$ cat config.mk
export PLATFORM = sky130hd
export DESIGN_NAME = vgc_graphics_controller
export DESIGN_NICKNAME = d
export VERILOG_FILES = /design/src/pkg/vgc_pkg.sv /design/src/verilog/vgc_graphics_controller.sv /design/src/verilog/vgc_map_latch.sv
export SDC_FILE = /design/constraint.sdc
export NUM_CORES = 1
export LEC_CHECK = 0
export CAP_MARGIN = 20
export CORE_MARGIN = 4
export CORE_UTILIZATION = 60
export CTS_CLUSTER_DIAMETER = 60
export DETAILED_ROUTE_END_ITERATION = 8
export DONT_BUFFER_PORTS = 1
export GPL_ROUTABILITY_DRIVEN = 0
export PLACE_DENSITY_LB_ADDON = 0.1
export SETUP_SLACK_MARGIN = 0.1
export SYNTH_ARGS = -nofsm -noshare
export SYNTH_HDL_FRONTEND = slang
export SYNTH_SLANG_ARGS = --single-unit
$ cat constraint.sdc
create_clock -name sys_clk_in -period 3.85 [get_ports sys_clk_in]
set_input_delay 0.5775 -clock sys_clk_in [delete_from_list [all_inputs] [get_ports sys_clk_in]]
set_output_delay 0.5775 -clock sys_clk_in [all_outputs]
set_load 0.1 [all_outputs]
$ cat src/pkg/vgc_pkg.sv
/*
  Constants for the legacy graphics controller datapath: I/O ports, register
  indices, field positions, reset values, window bases and operation codes.
  Assumes a 16-bit legacy I/O space and a 20-bit host memory address.
*/
// Functional notes
// [RULE1] Index port selects which internal register the data port reaches.
// [RULE2] Set/reset value holds one constant bit per display map.
// [RULE3] Set/reset enable per map substitutes that constant for host data.
// [RULE4] Pixel read compares each latched 4-bit pixel with compare color.
// [RULE5] Maps whose don't-care bit is zero are left out of compare.
// [RULE6] Host data rotates right by count, only in write modes 0 and 3.
// [RULE7] Function select: replace, AND, OR or XOR with latched data.
// [RULE8] Bit mask after the function chooses which bits get updated.
// [RULE9] Every host read loads latches; byte read returns selected map's latch. Code loads them only on reads inside the window.
// [RULE10] Two-bit field picks write mode 0 to 3.
// [RULE11] Read mode bit: 0 byte oriented, 1 color compare.
// [RULE12] Odd/even bit enables legacy odd/even addressing.
// [RULE13] Shift mode bit: 0 linear, 1 tiled shift register loading.
// [RULE14] 256-color bit selects packed pixel loading and overrides shift mode.
// [RULE15] Graphics bit selects graphics mode; chain bit chains odd maps to even.
// [RULE16] Window field: A0000 128K, A0000 64K, B0000 32K, B8000 32K.
// [RULE17] Write mode 0 replaces rotated byte by set/reset where enabled.
// [RULE18] Unimplemented index reads zero and ignores writes.
package vgc_pkg;
  localparam logic [15:0] IO_INDEX_PORT = 16'h03ce;
  localparam logic [15:0] IO_DATA_PORT = 16'h03cf;

  localparam logic [3:0] IDX_SET_RESET_VALUE = 4'h0;
  localparam logic [3:0] IDX_SET_RESET_ENABLE = 4'h1;
  localparam logic [3:0] IDX_COLOR_COMPARE = 4'h2;
  localparam logic [3:0] IDX_DATA_ROTATE_FUNCTION = 4'h3;
  localparam logic [3:0] IDX_READ_MAP_SELECT = 4'h4;
  localparam logic [3:0] IDX_GRAPHICS_MODE = 4'h5;
  localparam logic [3:0] IDX_GRAPHICS_MISC = 4'h6;
  localparam logic [3:0] IDX_COLOR_DONT_CARE = 4'h7;
  localparam logic [3:0] IDX_WRITE_BIT_MASK = 4'h8;

  // Writable bits per register; reserved bits store and read zero
  localparam logic [7:0] MASK_NIBBLE = 8'h0f;
  localparam logic [7:0] MASK_ROTATE_FUNCTION = 8'h1f;
  localparam logic [7:0] MASK_READ_MAP = 8'h03;
  localparam logic [7:0] MASK_MODE = 8'h7b;
  localparam logic [7:0] MASK_FULL = 8'hff;
  localparam logic [7:0] REG_RESET = 8'h00;

  localparam int ROT_LSB = 0;
  localparam int FN_LSB = 3;
  localparam int WMODE_LSB = 0;
  localparam int RMODE_BIT = 3;
  localparam int ODD_EVEN_BIT = 4;
  localparam int SHIFT_BIT = 5;
  localparam int PACK_BIT = 6;
  localparam int GFX_BIT = 0;
  localparam int CHAIN_BIT = 1;
  localparam int WIN_LSB = 2;

  localparam logic [1:0] FN_REPLACE = 2'h0;
  localparam logic [1:0] FN_AND = 2'h1;
  localparam logic [1:0] FN_OR = 2'h2;
  localparam logic [1:0] FN_XOR = 2'h3;

  localparam logic [1:0] WMODE_0 = 2'h0;
  localparam logic [1:0] WMODE_1 = 2'h1;
  localparam logic [1:0] WMODE_2 = 2'h2;
  localparam logic [1:0] WMODE_3 = 2'h3;

  localparam logic [1:0] SHIFT_LINEAR = 2'h0;
  localparam logic [1:0] SHIFT_TILED = 2'h1;
  localparam logic [1:0] SHIFT_PACKED = 2'h2;

  localparam logic [1:0] WIN_A0000_128K = 2'h0;
  localparam logic [1:0] WIN_A0000_64K = 2'h1;
  localparam logic [1:0] WIN_B0000_32K = 2'h2;
  localparam logic [1:0] WIN_B8000_32K = 2'h3;
  localparam logic [19:0] BASE_A0000 = 20'ha0000;
  localparam logic [19:0] BASE_B0000 = 20'hb0000;
  localparam logic [19:0] BASE_B8000 = 20'hb8000;
  localparam logic [19:0] SIZE_128K = 20'h20000;
  localparam logic [19:0] SIZE_64K = 20'h10000;
  localparam logic [19:0] SIZE_32K = 20'h08000;

  localparam logic [7:0] OUTSIDE_READ_DATA = 8'hff;
  localparam int NUM_MAPS = 4;
endpackage

$ cat src/verilog/vgc_graphics_controller.sv
/*
  Graphics controller datapath: indexed register file behind the legacy I/O
  port pair, host write path (set/reset, rotate, logical function, bit mask)
  and host read path (latched byte or color compare).
  Assumes display maps answer a read with map_rvalid_in some cycles after
  map_rd_out, and accept a write in the cycle of map_wr_out.
*/
`timescale 1ns/100ps
`default_nettype none
module vgc_graphics_controller #(
  parameter int ADDR_W = 16
) (
  input wire logic sys_clk_in,
  input wire logic arst_n_in,
  input wire logic [15:0] io_addr_in,
  input wire logic io_wr_in,
  input wire logic io_rd_in,
  input wire logic [7:0] io_wdata_in,
  output logic [7:0] io_rdata_out,
  output logic io_rvalid_out,
  input wire logic [19:0] mem_addr_in,
  input wire logic mem_wr_in,
  input wire logic mem_rd_in,
  input wire logic [7:0] mem_wdata_in,
  output logic [7:0] mem_rdata_out,
  output logic mem_rvalid_out,
  output logic mem_busy_out,
  output logic map_rd_out,
  output logic map_wr_out,
  output logic [ADDR_W-1:0] map_addr_out,
  output logic [3:0] map_wen_out,
  output logic [31:0] map_wdata_out,
  input wire logic [31:0] map_rdata_in,
  input wire logic map_rvalid_in,
  output logic graphics_mode_select_out,
  output logic chain_odd_to_even_out,
  output logic legacy_odd_even_enable_out,
  output logic [1:0] shift_load_mode_out,
  output logic [1:0] memory_window_select_out
);
  typedef enum logic {ST_IDLE, ST_READ_WAIT} vgc_phase_t;

  typedef struct packed {
    vgc_phase_t phase;
    logic [3:0] register_pointer;
    logic [7:0] set_reset_value;
    logic [7:0] set_reset_enable;
    logic [7:0] color_compare;
    logic [7:0] data_rotate_function;
    logic [7:0] read_map_select;
    logic [7:0] graphics_mode;
    logic [7:0] graphics_misc;
    logic [7:0] color_dont_care;
    logic [7:0] write_bit_mask;
    logic [7:0] io_rdata;
    logic io_rvalid;
    logic [7:0] mem_rdata;
    logic mem_rvalid;
    logic busy;
    logic odd_pending;
    logic map_rd;
    logic map_wr;
    logic [ADDR_W-1:0] map_addr;
    logic [3:0] map_wen;
    logic [31:0] map_wdata;
    logic [1:0] shift_mode;
  } vgc_state_t;

  vgc_state_t cur;
  vgc_state_t next_cur;
  logic [31:0] latch_q;
  logic latch_load;

  function automatic logic [7:0] rotate_right(input logic [7:0] d, input logic [2:0] n);
    logic [15:0] dbl;
    dbl = {d, d} >> n;
    return dbl[7:0];
  endfunction

  function automatic logic [7:0] logic_unit(input logic [7:0] d, input logic [7:0] l, input logic [1:0] fn);
    logic [7:0] r;
    r = d;
    case (fn)
      vgc_pkg::FN_AND: r = d & l;
      vgc_pkg::FN_OR: r = d | l;
      vgc_pkg::FN_XOR: r = d ^ l;
      default: r = d;
    endcase
    return r;
  endfunction

  // Hit flag above window offset
  function automatic logic [17:0] window_decode(input logic [19:0] a, input logic [1:0] sel);
    logic [19:0] base;
    logic [19:0] size;
    logic [19:0] off;
    base = vgc_pkg::BASE_A0000;
    size = vgc_pkg::SIZE_128K;
    case (sel)
      vgc_pkg::WIN_A0000_64K:
      begin
        size = vgc_pkg::SIZE_64K;
      end
      vgc_pkg::WIN_B0000_32K:
      begin
        base = vgc_pkg::BASE_B0000;
        size = vgc_pkg::SIZE_32K;
      end
      vgc_pkg::WIN_B8000_32K:
      begin
        base = vgc_pkg::BASE_B8000;
        size = vgc_pkg::SIZE_32K;
      end
      default:
      begin
        size = vgc_pkg::SIZE_128K;
      end
    endcase
    off = a - base;
    return {(a >= base) && (off < size), off[16:0]};
  endfunction

  function automatic logic [7:0] reg_read(input vgc_state_t s);
    logic [7:0] r;
    r = 8'h00;
    if (s.register_pointer == vgc_pkg::IDX_SET_RESET_VALUE)
      r = s.set_reset_value;
    else if (s.register_pointer == vgc_pkg::IDX_SET_RESET_ENABLE)
      r = s.set_reset_enable;
    else if (s.register_pointer == vgc_pkg::IDX_COLOR_COMPARE)
      r = s.color_compare;
    else if (s.register_pointer == vgc_pkg::IDX_DATA_ROTATE_FUNCTION)
      r = s.data_rotate_function;
    else if (s.register_pointer == vgc_pkg::IDX_READ_MAP_SELECT)
      r = s.read_map_select;
    else if (s.register_pointer == vgc_pkg::IDX_GRAPHICS_MODE)
      r = s.graphics_mode;
    else if (s.register_pointer == vgc_pkg::IDX_GRAPHICS_MISC)
      r = s.graphics_misc;
    else if (s.register_pointer == vgc_pkg::IDX_COLOR_DONT_CARE)
      r = s.color_dont_care;
    else if (s.register_pointer == vgc_pkg::IDX_WRITE_BIT_MASK)
      r = s.write_bit_mask;
    return r;
  endfunction

  vgc_map_latch #(
    .MAPS(vgc_pkg::NUM_MAPS)
  ) u_latch (
    .sys_clk_in(sys_clk_in),
    .arst_n_in(arst_n_in),
    .load_in(latch_load),
    .data_in(map_rdata_in),
    .q_out(latch_q)
  );

  // Only host reads inside the window fill the latches
  // [RULE9] latch load
  assign latch_load = (cur.phase == ST_READ_WAIT) && map_rvalid_in;

  always_comb
  begin
    logic [17:0] win;
    logic [1:0] wmode;
    logic [1:0] fn;
    logic [2:0] rot;
    logic [7:0] rotated;
    logic [7:0] src;
    logic [7:0] mask;
    logic [7:0] res;
    logic [7:0] lat;
    logic [7:0] cmp;
    logic [1:0] plane;
    logic odd_even;
    win = '0;
    wmode = '0;
    fn = '0;
    rot = '0;
    rotated = '0;
    src = '0;
    mask = '0;
    res = '0;
    lat = '0;
    cmp = '0;
    plane = '0;
    odd_even = 1'b0;
    next_cur = cur;
    next_cur.io_rvalid = 1'b0;
    next_cur.mem_rvalid = 1'b0;
    next_cur.map_rd = 1'b0;
    next_cur.map_wr = 1'b0;

    // Register access through the index/data pair
    if (io_wr_in && io_addr_in == vgc_pkg::IO_INDEX_PORT)
    begin
      // [RULE1] index capture
      next_cur.register_pointer = io_wdata_in[3:0];
    end
    else if (io_wr_in && io_addr_in == vgc_pkg::IO_DATA_PORT)
    begin
      // [RULE18] unknown index dropped
      if (cur.register_pointer == vgc_pkg::IDX_SET_RESET_VALUE)
        // [RULE2] per-map constant
        next_cur.set_reset_value = io_wdata_in & vgc_pkg::MASK_NIBBLE;
      else if (cur.register_pointer == vgc_pkg::IDX_SET_RESET_ENABLE)
        next_cur.set_reset_enable = io_wdata_in & vgc_pkg::MASK_NIBBLE;
      else if (cur.register_pointer == vgc_pkg::IDX_COLOR_COMPARE)
        next_cur.color_compare = io_wdata_in & vgc_pkg::MASK_NIBBLE;
      else if (cur.register_pointer == vgc_pkg::IDX_DATA_ROTATE_FUNCTION)
        next_cur.data_rotate_function = io_wdata_in & vgc_pkg::MASK_ROTATE_FUNCTION;
      else if (cur.register_pointer == vgc_pkg::IDX_READ_MAP_SELECT)
        next_cur.read_map_select = io_wdata_in & vgc_pkg::MASK_READ_MAP;
      else if (cur.register_pointer == vgc_pkg::IDX_GRAPHICS_MODE)
        next_cur.graphics_mode = io_wdata_in & vgc_pkg::MASK_MODE;
      else if (cur.register_pointer == vgc_pkg::IDX_GRAPHICS_MISC)
        next_cur.graphics_misc = io_wdata_in & vgc_pkg::MASK_NIBBLE;
      else if (cur.register_pointer == vgc_pkg::IDX_COLOR_DONT_CARE)
        next_cur.color_dont_care = io_wdata_in & vgc_pkg::MASK_NIBBLE;
      else if (cur.register_pointer == vgc_pkg::IDX_WRITE_BIT_MASK)
        next_cur.write_bit_mask = io_wdata_in & vgc_pkg::MASK_FULL;
    end

    if (io_rd_in && io_addr_in == vgc_pkg::IO_INDEX_PORT)
    begin
      next_cur.io_rdata = {4'h0, cur.register_pointer};
      next_cur.io_rvalid = 1'b1;
    end
    else if (io_rd_in && io_addr_in == vgc_pkg::IO_DATA_PORT)
    begin
      // [RULE18] unknown index reads zero
      next_cur.io_rdata = reg_read(cur);
      next_cur.io_rvalid = 1'b1;
    end

    // [RULE14] packed overrides shift mode
    if (next_cur.graphics_mode[vgc_pkg::PACK_BIT])
      next_cur.shift_mode = vgc_pkg::SHIFT_PACKED;
    // [RULE13] linear or tiled
    else if (next_cur.graphics_mode[vgc_pkg::SHIFT_BIT])
      next_cur.shift_mode = vgc_pkg::SHIFT_TILED;
    else
      next_cur.shift_mode = vgc_pkg::SHIFT_LINEAR;

    // [RULE16] host window decode
    win = window_decode(mem_addr_in, cur.graphics_misc[vgc_pkg::WIN_LSB +: 2]);
    // [RULE12] odd/even addressing
    odd_even = cur.graphics_mode[vgc_pkg::ODD_EVEN_BIT] | cur.graphics_misc[vgc_pkg::CHAIN_BIT];
    // [RULE10] write mode select
    wmode = cur.graphics_mode[vgc_pkg::WMODE_LSB +: 2];
    fn = cur.data_rotate_function[vgc_pkg::FN_LSB +: 2];
    rot = cur.data_rotate_function[vgc_pkg::ROT_LSB +: 3];
    // [RULE6] rotate only in modes 0 and 3
    rotated = (wmode == vgc_pkg::WMODE_0 || wmode == vgc_pkg::WMODE_3) ? rotate_right(mem_wdata_in, rot) : mem_wdata_in;

    case (cur.phase)
      ST_IDLE:
      begin
        if (mem_wr_in && win[17])
        begin
          next_cur.map_wr = 1'b1;
          next_cur.map_addr = odd_even ? {win[ADDR_W-1:1], 1'b0} : win[ADDR_W-1:0];
          next_cur.map_wen = odd_even ? (win[0] ? 4'ha : 4'h5) : 4'hf;
          for (int i = 0; i < vgc_pkg::NUM_MAPS; i++)
          begin
            lat = latch_q[8*i +: 8];
            mask = cur.write_bit_mask;
            if (wmode == vgc_pkg::WMODE_2)
              src = {8{mem_wdata_in[i]}};
            else if (wmode == vgc_pkg::WMODE_3)
            begin
              src = {8{cur.set_reset_value[i]}};
              mask = cur.write_bit_mask & rotated;
            end
            // [RULE3] [RULE17] set/reset substitution
            else if (cur.set_reset_enable[i])
              src = {8{cur.set_reset_value[i]}};
            else
              src = rotated;
            // [RULE7] logical function
            res = logic_unit(src, lat, fn);
            // [RULE8] bit mask merge
            res = (res & mask) | (lat & ~mask);
            // Mode 1 copies latches, used for fast map-to-map moves
            next_cur.map_wdata[8*i +: 8] = (wmode == vgc_pkg::WMODE_1) ? lat : res;
          end
        end
        else if (mem_rd_in && win[17])
        begin
          next_cur.phase = ST_READ_WAIT;
          next_cur.busy = 1'b1;
          next_cur.map_rd = 1'b1;
          next_cur.odd_pending = win[0];
          next_cur.map_addr = odd_even ? {win[ADDR_W-1:1], 1'b0} : win[ADDR_W-1:0];
        end
        else if (mem_rd_in)
        begin
          // Outside the window answer at once so the host never hangs
          next_cur.mem_rdata = vgc_pkg::OUTSIDE_READ_DATA;
          next_cur.mem_rvalid = 1'b1;
        end
      end
      ST_READ_WAIT:
      begin
        if (map_rvalid_in)
        begin
          for (int b = 0; b < 8; b++)
          begin
            // [RULE4] [RULE5] masked color compare
            cmp[b] = ~|(({map_rdata_in[24 + b], map_rdata_in[16 + b], map_rdata_in[8 + b], map_rdata_in[b]}
              ^ cur.color_compare[3:0]) & cur.color_dont_care[3:0]);
          end
          plane = cur.read_map_select[1:0];
          if (odd_even)
            plane = {plane[1], cur.odd_pending};
          // [RULE11] read mode choice
          if (cur.graphics_mode[vgc_pkg::RMODE_BIT])
            next_cur.mem_rdata = cmp;
          else
            // [RULE9] byte read of selected map
            next_cur.mem_rdata = map_rdata_in[8*plane +: 8];
          next_cur.mem_rvalid = 1'b1;
          next_cur.busy = 1'b0;
          next_cur.phase = ST_IDLE;
        end
      end
      default:
      begin
        next_cur.phase = ST_IDLE;
      end
    endcase
  end

  always_ff @(posedge sys_clk_in or negedge arst_n_in)
  begin
    if (!arst_n_in)
    begin
      cur <= '0;
    end
    else
    begin
      cur <= next_cur;
    end
  end

  assign io_rdata_out = cur.io_rdata;
  assign io_rvalid_out = cur.io_rvalid;
  assign mem_rdata_out = cur.mem_rdata;
  assign mem_rvalid_out = cur.mem_rvalid;
  assign mem_busy_out = cur.busy;
  assign map_rd_out = cur.map_rd;
  assign map_wr_out = cur.map_wr;
  assign map_addr_out = cur.map_addr;
  assign map_wen_out = cur.map_wen;
  assign map_wdata_out = cur.map_wdata;
  // [RULE15] mode and chain outputs
  assign graphics_mode_select_out = cur.graphics_misc[vgc_pkg::GFX_BIT];
  assign chain_odd_to_even_out = cur.graphics_misc[vgc_pkg::CHAIN_BIT];
  assign legacy_odd_even_enable_out = cur.graphics_mode[vgc_pkg::ODD_EVEN_BIT];
  assign shift_load_mode_out = cur.shift_mode;
  assign memory_window_select_out = cur.graphics_misc[vgc_pkg::WIN_LSB +: 2];
endmodule
`default_nettype wire

$ cat src/verilog/vgc_map_latch.sv
/*
  Four display-map latches, one byte per map, loaded together.
  Assumes data_in is valid while load_in is high.
*/
`timescale 1ns/100ps
`default_nettype none
module vgc_map_latch #(
  parameter int MAPS = vgc_pkg::NUM_MAPS
) (
  input wire logic sys_clk_in,
  input wire logic arst_n_in,
  input wire logic load_in,
  input wire logic [8*MAPS-1:0] data_in,
  output logic [8*MAPS-1:0] q_out
);
  typedef struct packed {
    logic [8*MAPS-1:0] bytes;
  } vgc_latch_state_t;

  vgc_latch_state_t cur;
  vgc_latch_state_t next_cur;

  always_comb
  begin
    next_cur = cur;
    if (load_in)
    begin
      next_cur.bytes = data_in;
    end
  end

  always_ff @(posedge sys_clk_in or negedge arst_n_in)
  begin
    if (!arst_n_in)
    begin
      cur <= '0;
    end
    else
    begin
      cur <= next_cur;
    end
  end

  assign q_out = cur.bytes;
endmodule
`default_nettype wire
After elaboration in Yosys (flattened, before gate mapping):

Cells that the tools add are included.

* register bits after elaboration: 154
* input bits: 91
* word-level logic and storage cells: 244
* output and inout port bits: 80

* bitwise logic cells: 54
* reductions and logical operators: 44
* equality and inequality tests: 24
* shift-type cells: 2
* mux-type cells: 92
* order comparisons: 2
* $add $sub $neg: 1

Operators by type and width (count)
* 8-bit two-way mux: 49
* 31-bit two-way mux: 7
* 8-bit AND: 13
* 8-bit one-hot mux with 3 select lines: 4
* 8-bit bitwise OR: 8
* 54-bit two-way mux: 1
* 36-bit two-way mux: 1
* 9-bit two-way mux: 4
* 18-bit one-hot mux with 2 select lines: 1
* 17-bit one-hot mux with 2 select lines: 1
* 4-bit AND: 8
* 16-bit by 10-bit == test with 1-bit output, second input constant: 2
* 16-bit two-way mux: 2
* 4-bit OR reduction: 8
* 32-bit by 6-bit indexed part select with 8-bit output: 1
* 4-bit bitwise XOR: 8
* 8-bit bitwise XOR: 4
* 12-bit two-way mux: 2
* 20-bit >= comparator: 1
* 20-bit by 18-bit less-than comparator with 1-bit output: 1
* 20-bit two-way mux: 1
* 10-bit one-hot mux with 2 select lines: 1
* 20-bit subtractor: 1
* 4-bit by 3-bit == test with 1-bit output, second input constant: 4
* other kinds (34): 86

Logic depth before layout (Yosys ltp):

* word-level depth: 17
* gate-level depth with buffers: 16
* mapped depth without buffers: 13

By module:

A second synthesis with hierarchy kept.

* cells, all modules: 1145
* area, all modules: 11447.2 um^2

By module, submodules not included
* vgc_graphics_controller: seq. area each 2977.9 um^2, cells each 1077, instances 1, area an instance 10102.2 um^2
* vgc_map_latch: seq. area each 800.8 um^2, cells each 68, instances 1, area an instance 1345.0 um^2

Worst setup path after synthesis:

Ideal clock, no wire load.

* path kind: flip-flop to flip-flop
* start: register cur, in the netlist memory_window_select_out[1]
* end: register cur, in the netlist map_wdata_out[19]
* path slack: 0.734 ns
* required time: 3.724 ns
* stages on the path, launching flop included: 15
* period minus slack after synthesis: 3.116 ns
* arrival time: 2.990 ns
* buffers on the path: 3
* setup time: 0.126 ns
* cell sequence: dfrtp_1 buf_2 and2_1 ha_1 nand2b_1 o22ai_4 nor2_1 ha_1 nand2_1 o2111ai_1 nand2b_1 buf_6 clkbuf_1 a21oi_1 a221o_1

* longest elaborated chain between the ends: 7
* elaborated cells on any way between the ends: 12
* those cells by class: 1 x add/sub; 2 x order compare; 3 x eq/ne; 2 x mux; 4 x reduce/logical

RTL lines
* from (decl): RTL line vgc_graphics_controller.sv:69 `vgc_state_t cur;`
* from (signal assigned): RTL line vgc_graphics_controller.sv:341 `cur <= next_cur;`
* 2-bit == test: RTL line vgc_graphics_controller.sv:99 `case (sel)`
* 17-bit one-hot mux with 2 select lines / 2-bit OR reduction (equally long branches)
* 20-bit subtractor / 18-bit one-hot mux with 2 select lines (equally long branches): RTL line vgc_graphics_controller.sv:119, vgc_graphics_controller.sv:99
* 20-bit by 18-bit less-than comparator with 1-bit output: RTL line vgc_graphics_controller.sv:120 `return {(a >= base) && (off < size), off[16:0]};`
* 1-bit logical AND *: RTL line vgc_graphics_controller.sv:120
* 1-bit logical AND *: RTL line vgc_graphics_controller.sv:258 `if (mem_wr_in && win[17])`
* 2-bit AND reduction (no source line) *

Every way passes the cells marked *; elsewhere a longest branch is shown, timed or not.
A chain may end at the register's enable or synchronous reset.

Worst setup path after layout:

* start: register cur[116] (netlist bit)
* end: register cur, in the netlist map_wdata_out[25]

* longest elaborated chain between the ends: 14
* elaborated cells on any way between the ends: 23
* those cells by class: 1 x shift; 14 x mux; 8 x bitwise

RTL lines
* 16-bit by 3-bit >> shifter with 8-bit output *: RTL line vgc_graphics_controller.sv:76 `dbl = {d, d} >> n;`
* 8-bit two-way mux *: RTL line vgc_graphics_controller.sv:253 `rotated = (wmode == vgc_pkg::WMODE_0 || wmode == vgc_pkg::WMODE_3) ? rotate_right(mem_wdata_in, rot) : mem_wda ...`
* 8-bit two-way mux: RTL line vgc_graphics_controller.sv:275 `else if (cur.set_reset_enable[i])`
* 8-bit two-way mux: RTL line vgc_graphics_controller.sv:269 `else if (wmode == vgc_pkg::WMODE_3)`
* 8-bit two-way mux: RTL line vgc_graphics_controller.sv:267 `if (wmode == vgc_pkg::WMODE_2)`
* 8-bit two-way mux: RTL line vgc_graphics_controller.sv:258
* 8-bit two-way mux: RTL line vgc_graphics_controller.sv:255 `case (cur.phase)`
* 8-bit bitwise XOR, or another cell as far along: RTL line vgc_graphics_controller.sv:86 `vgc_pkg::FN_XOR: r = d ^ l;`
* 8-bit one-hot mux with 3 select lines: RTL line vgc_graphics_controller.sv:83 `case (fn)`
* 8-bit two-way mux: RTL line vgc_graphics_controller.sv:258
* 8-bit two-way mux: RTL line vgc_graphics_controller.sv:255
* 8-bit AND: RTL line vgc_graphics_controller.sv:282 `res = (res & mask) | (lat & ~mask);`
* 8-bit bitwise OR *: RTL line vgc_graphics_controller.sv:282
* 8-bit two-way mux *: RTL line vgc_graphics_controller.sv:284 `next_cur.map_wdata[8*i +: 8] = (wmode == vgc_pkg::WMODE_1) ? lat : res;`

Every way passes the cells marked *; elsewhere a longest branch is shown, timed or not. The select of a mux whose other input is x is not followed.

==> metrics <==
FF-to-FF path depth=8; vias per cell=approximately 6.5; Vias=8316; pins over their slew limit=0; pwr/cell area=564 nW/µm²; FF-to-FF Start=cur[116]$_DFFE_PN0P_; Antenna Diode Count=0; slowest CP cell=a2111oi_0; Max-cap violations=0; Die Footprint=20700 µm²; most frequent cells in the layout=dfrtp_1 (148), inv_1 (100), mux2_2 (100); row cnt=a little under 50; largest area contributor in the netlist=dfrtp_1; first-pass GRT wire length=about 47000 µm; share of layout cells above drive strength 1=0.183; unrepaired setup endpoints after global routing=no; Async SR Flop Fraction=1.00; initial antenna violation count=0; sequential share of the synthesized area=0.341; Main synth FF type=dfrtp_1; Placed Instances=around 1300; clk_skew=between 0.015 and 0.02 ns; Hold Worst Slack=-0.152 ns; drt drc=0; Syn Nets=1300; Hold Fails Final Rpt=approximately 150; largest net degree at the start of global routing=around 150; crit path buf inv count=0; post-synthesis instance total=~1100; global route total overflow=0; # resized after CTS=0; Nets=between 1000 and 1500; cts bufs inserted=17; starting density of the core=0.612; Post-synth EDFFs=0; worst vdd ir=~470 µV; failing checks=hold timing; H-tree lvl count=4; Least-Margin Pin Slew=a little over 1 ns; CP startpoint=cur[116]$_DFFE_PN0P_; # clock sinks=151; Synth top area share=0.341; remaining antenna violation count=0; Final Instance Count excl. Fillers=roughly 1300; Post-Synthesis Cell Area=between 10000 and 15000 µm²; RR Endpoint=map_wdata_out[25]$_DFFE_PN0P_; Skew-Pair Late Insertion Delay=roughly 0.44 ns; DR pass1 iterations=6; post-detailed-route wirelength per cell=around 23 µm; Crit path max-delay family=multiplexers; CP Class=reg2reg; dominant cells by area after synthesis=dfrtp_1 (34%), mux2_2 (10%), ha_1 (7.9%); DP Area=roughly 11000 µm²; vias in the first global route=around 8200; Area Growth Syn to Fin=1.77%; Hold WC Path Type=in2async; status=complete, but fails checks; I/O pin cnt=171; #FFs+latches synth=approximately 150; setup TNS=0 ns; top fanout value on the critical path=10; gr usage total=0.295; Yosys cell types=between 60 and 70; Yosys Warn Count=0; Worst path max stage delay=between 0.6 and 0.7 ns; core footprint=18100 µm²; CTS Buffer Depth=2; crit path to=map_wdata_out[25]$_DFFE_PN0P_; Critical Path Stages=8; Max Freq=around 0.3 GHz; min Tclk post-route=3.40 ns; clock slew at reported path FFs=about 0.070 ns; Clock Tree Root=clkbuf_16; Finished Core Util=0.623; Worst path most repeated cell=mux2_2; most common cell after layout, fill and taps aside=dfrtp_1; crit share post-route=0.882; R2R Setup Slk=0.45 ns; PortBufs=0; Syn Area/Cell=9.72 µm²; detailed placement HPWL=22000 µm; leakage=about 5.2 nW; final design instance area without fill=roughly 11000 µm²; Die H=between 100 and 150 µm; die width=approximately 140 µm; post-CTS setup buffer count=0; final setup fails=0; critical path cell sequence=mux2_2 > mux4_2 > mux2_2 > o21ai_0 > ha_1 > mux2i_1 > a2111oi_0 > a221o_1; Required @ worst endpoint=~4.2 ns; startpoint type of the worst setup path=flop; final wirelength=around 30000 µm; Slew headroom=0.311; CP endpoint kind=flop; Detailed Route Iter0 Violations=approximately 780; CTS tree=done; Worst Path Arrival=around 3.8 ns
## synth_stat cells, drive strengths merged (17+ instances only)
library cell / instances
dfrtp: 151
nor3: 17
nor2: 50
nand3: 26
inv: 100
buf: 92
clkbuf: 43
mux2i: 36
ha: 70
nand2b: 17
mux2: 107
a21oi: 36
xor2: 33
o211ai: 18
a221o: 27
nand2: 90
o21ai: 61
## worst register-to-register path, delay by kind of cell (launching register included)
family,cells,cell delay [ns]
flip-flops,1,0.57
adder cells (fa/ha/maj),1,0.17
AO/OA/AOI/OAI,3,1.22
multiplexers,4,1.36
## power breakdown
group | internal [mW] | switching (mW)
Combinational | 0.442 | 0.328
Clock | 0.880 | 0.823
Sequential | 1.89 | 2.00
## cells by family (layout without fill, tap and decap cells)
| logic type | after synthesis | count (layout) | share of synthesized area |
|---|---|---|---|
| adders and majority gates | 70 | 70 | 0.0791 |
| AOI/OAI and AO/OA | 232 | 232 | 0.149 |
| and+or+nand+nor | 255 | 255 | 0.114 |
| buffers and inverters | 236 | 152 | 0.110 |
| muxes | 159 | 159 | 0.177 |
| DFF | 151 | 151 | 0.341 |
| xor gates and xnor gates | 36 | 36 | 0.0291 |
## worst min path at each step
stage	start	to	slack (ns)	depth (start not counted)
final	arst_n_in	map_wdata_out[23]$_DFFE_PN0P_	-0.15	0
after global placement	arst_n_in	map_wdata_out[15]$_DFFE_PN0P_	0.29	0
after detailed placement	arst_n_in	map_wdata_out[23]$_DFFE_PN0P_	0.29	0
after floorplan	arst_n_in	chain_odd_to_even_out$_DFFE_PN0P_	0.28	0
after CTS	arst_n_in	map_wdata_out[5]$_DFFE_PN0P_	-0.18	0
after global routing	arst_n_in	map_addr_out[0]$_DFFE_PN0P_	-0.18	0
## metrics by stage
stage	worst slack (ns)	power (mW)
floorplan	0.734	4.72
global placement	0.575	4.65
detailed placement	0.551	4.70
CTS	0.513	6.40
global route	0.284	6.62
finish	0.455	6.36
## routing by layer
layer | vias to the layer above | GRT usage | routed length (µm)
li1 | 3805 | - | -
met1 | 4099 | 0.385 | 12400
met2 | 359 | 0.479 | 14600
met3 | 53 | 0.0622 | 2040
met4 | 0 | 0.117 | 1010
met5 | - | 0 | 0
## registers in the layout, summed over array words and instances, names as in the netlist
| name | flops |
|---|---|
| u_latch.q_out | 32 |
| shift_load_mode_out | 1 |
| chain_odd_to_even_out | 1 |
| legacy_odd_even_enable_out | 1 |
| graphics_mode_select_out | 1 |
| map_wen_out | 2 |
| mem_rdata_out | 8 |
| map_rd_out | 1 |
| map_wdata_out | 32 |
| mem_rvalid_out | 1 |
| map_addr_out | 16 |
| map_wr_out | 1 |
| io_rdata_out | 8 |
| io_rvalid_out | 1 |
| mem_busy_out | 1 |
| memory_window_select_out | 2 |
| cur | 42 |
## final cells by class
class	instances	area [µm²]
fillers	1479	6810
multi-input cells	752	6070
flip-flops and latches	151	3780
clock buffers	17	425
inverters	100	375
well taps	229	287
clock inverters	15	178
repair buffers	20	150
Power figures use the tool's default switching activity.
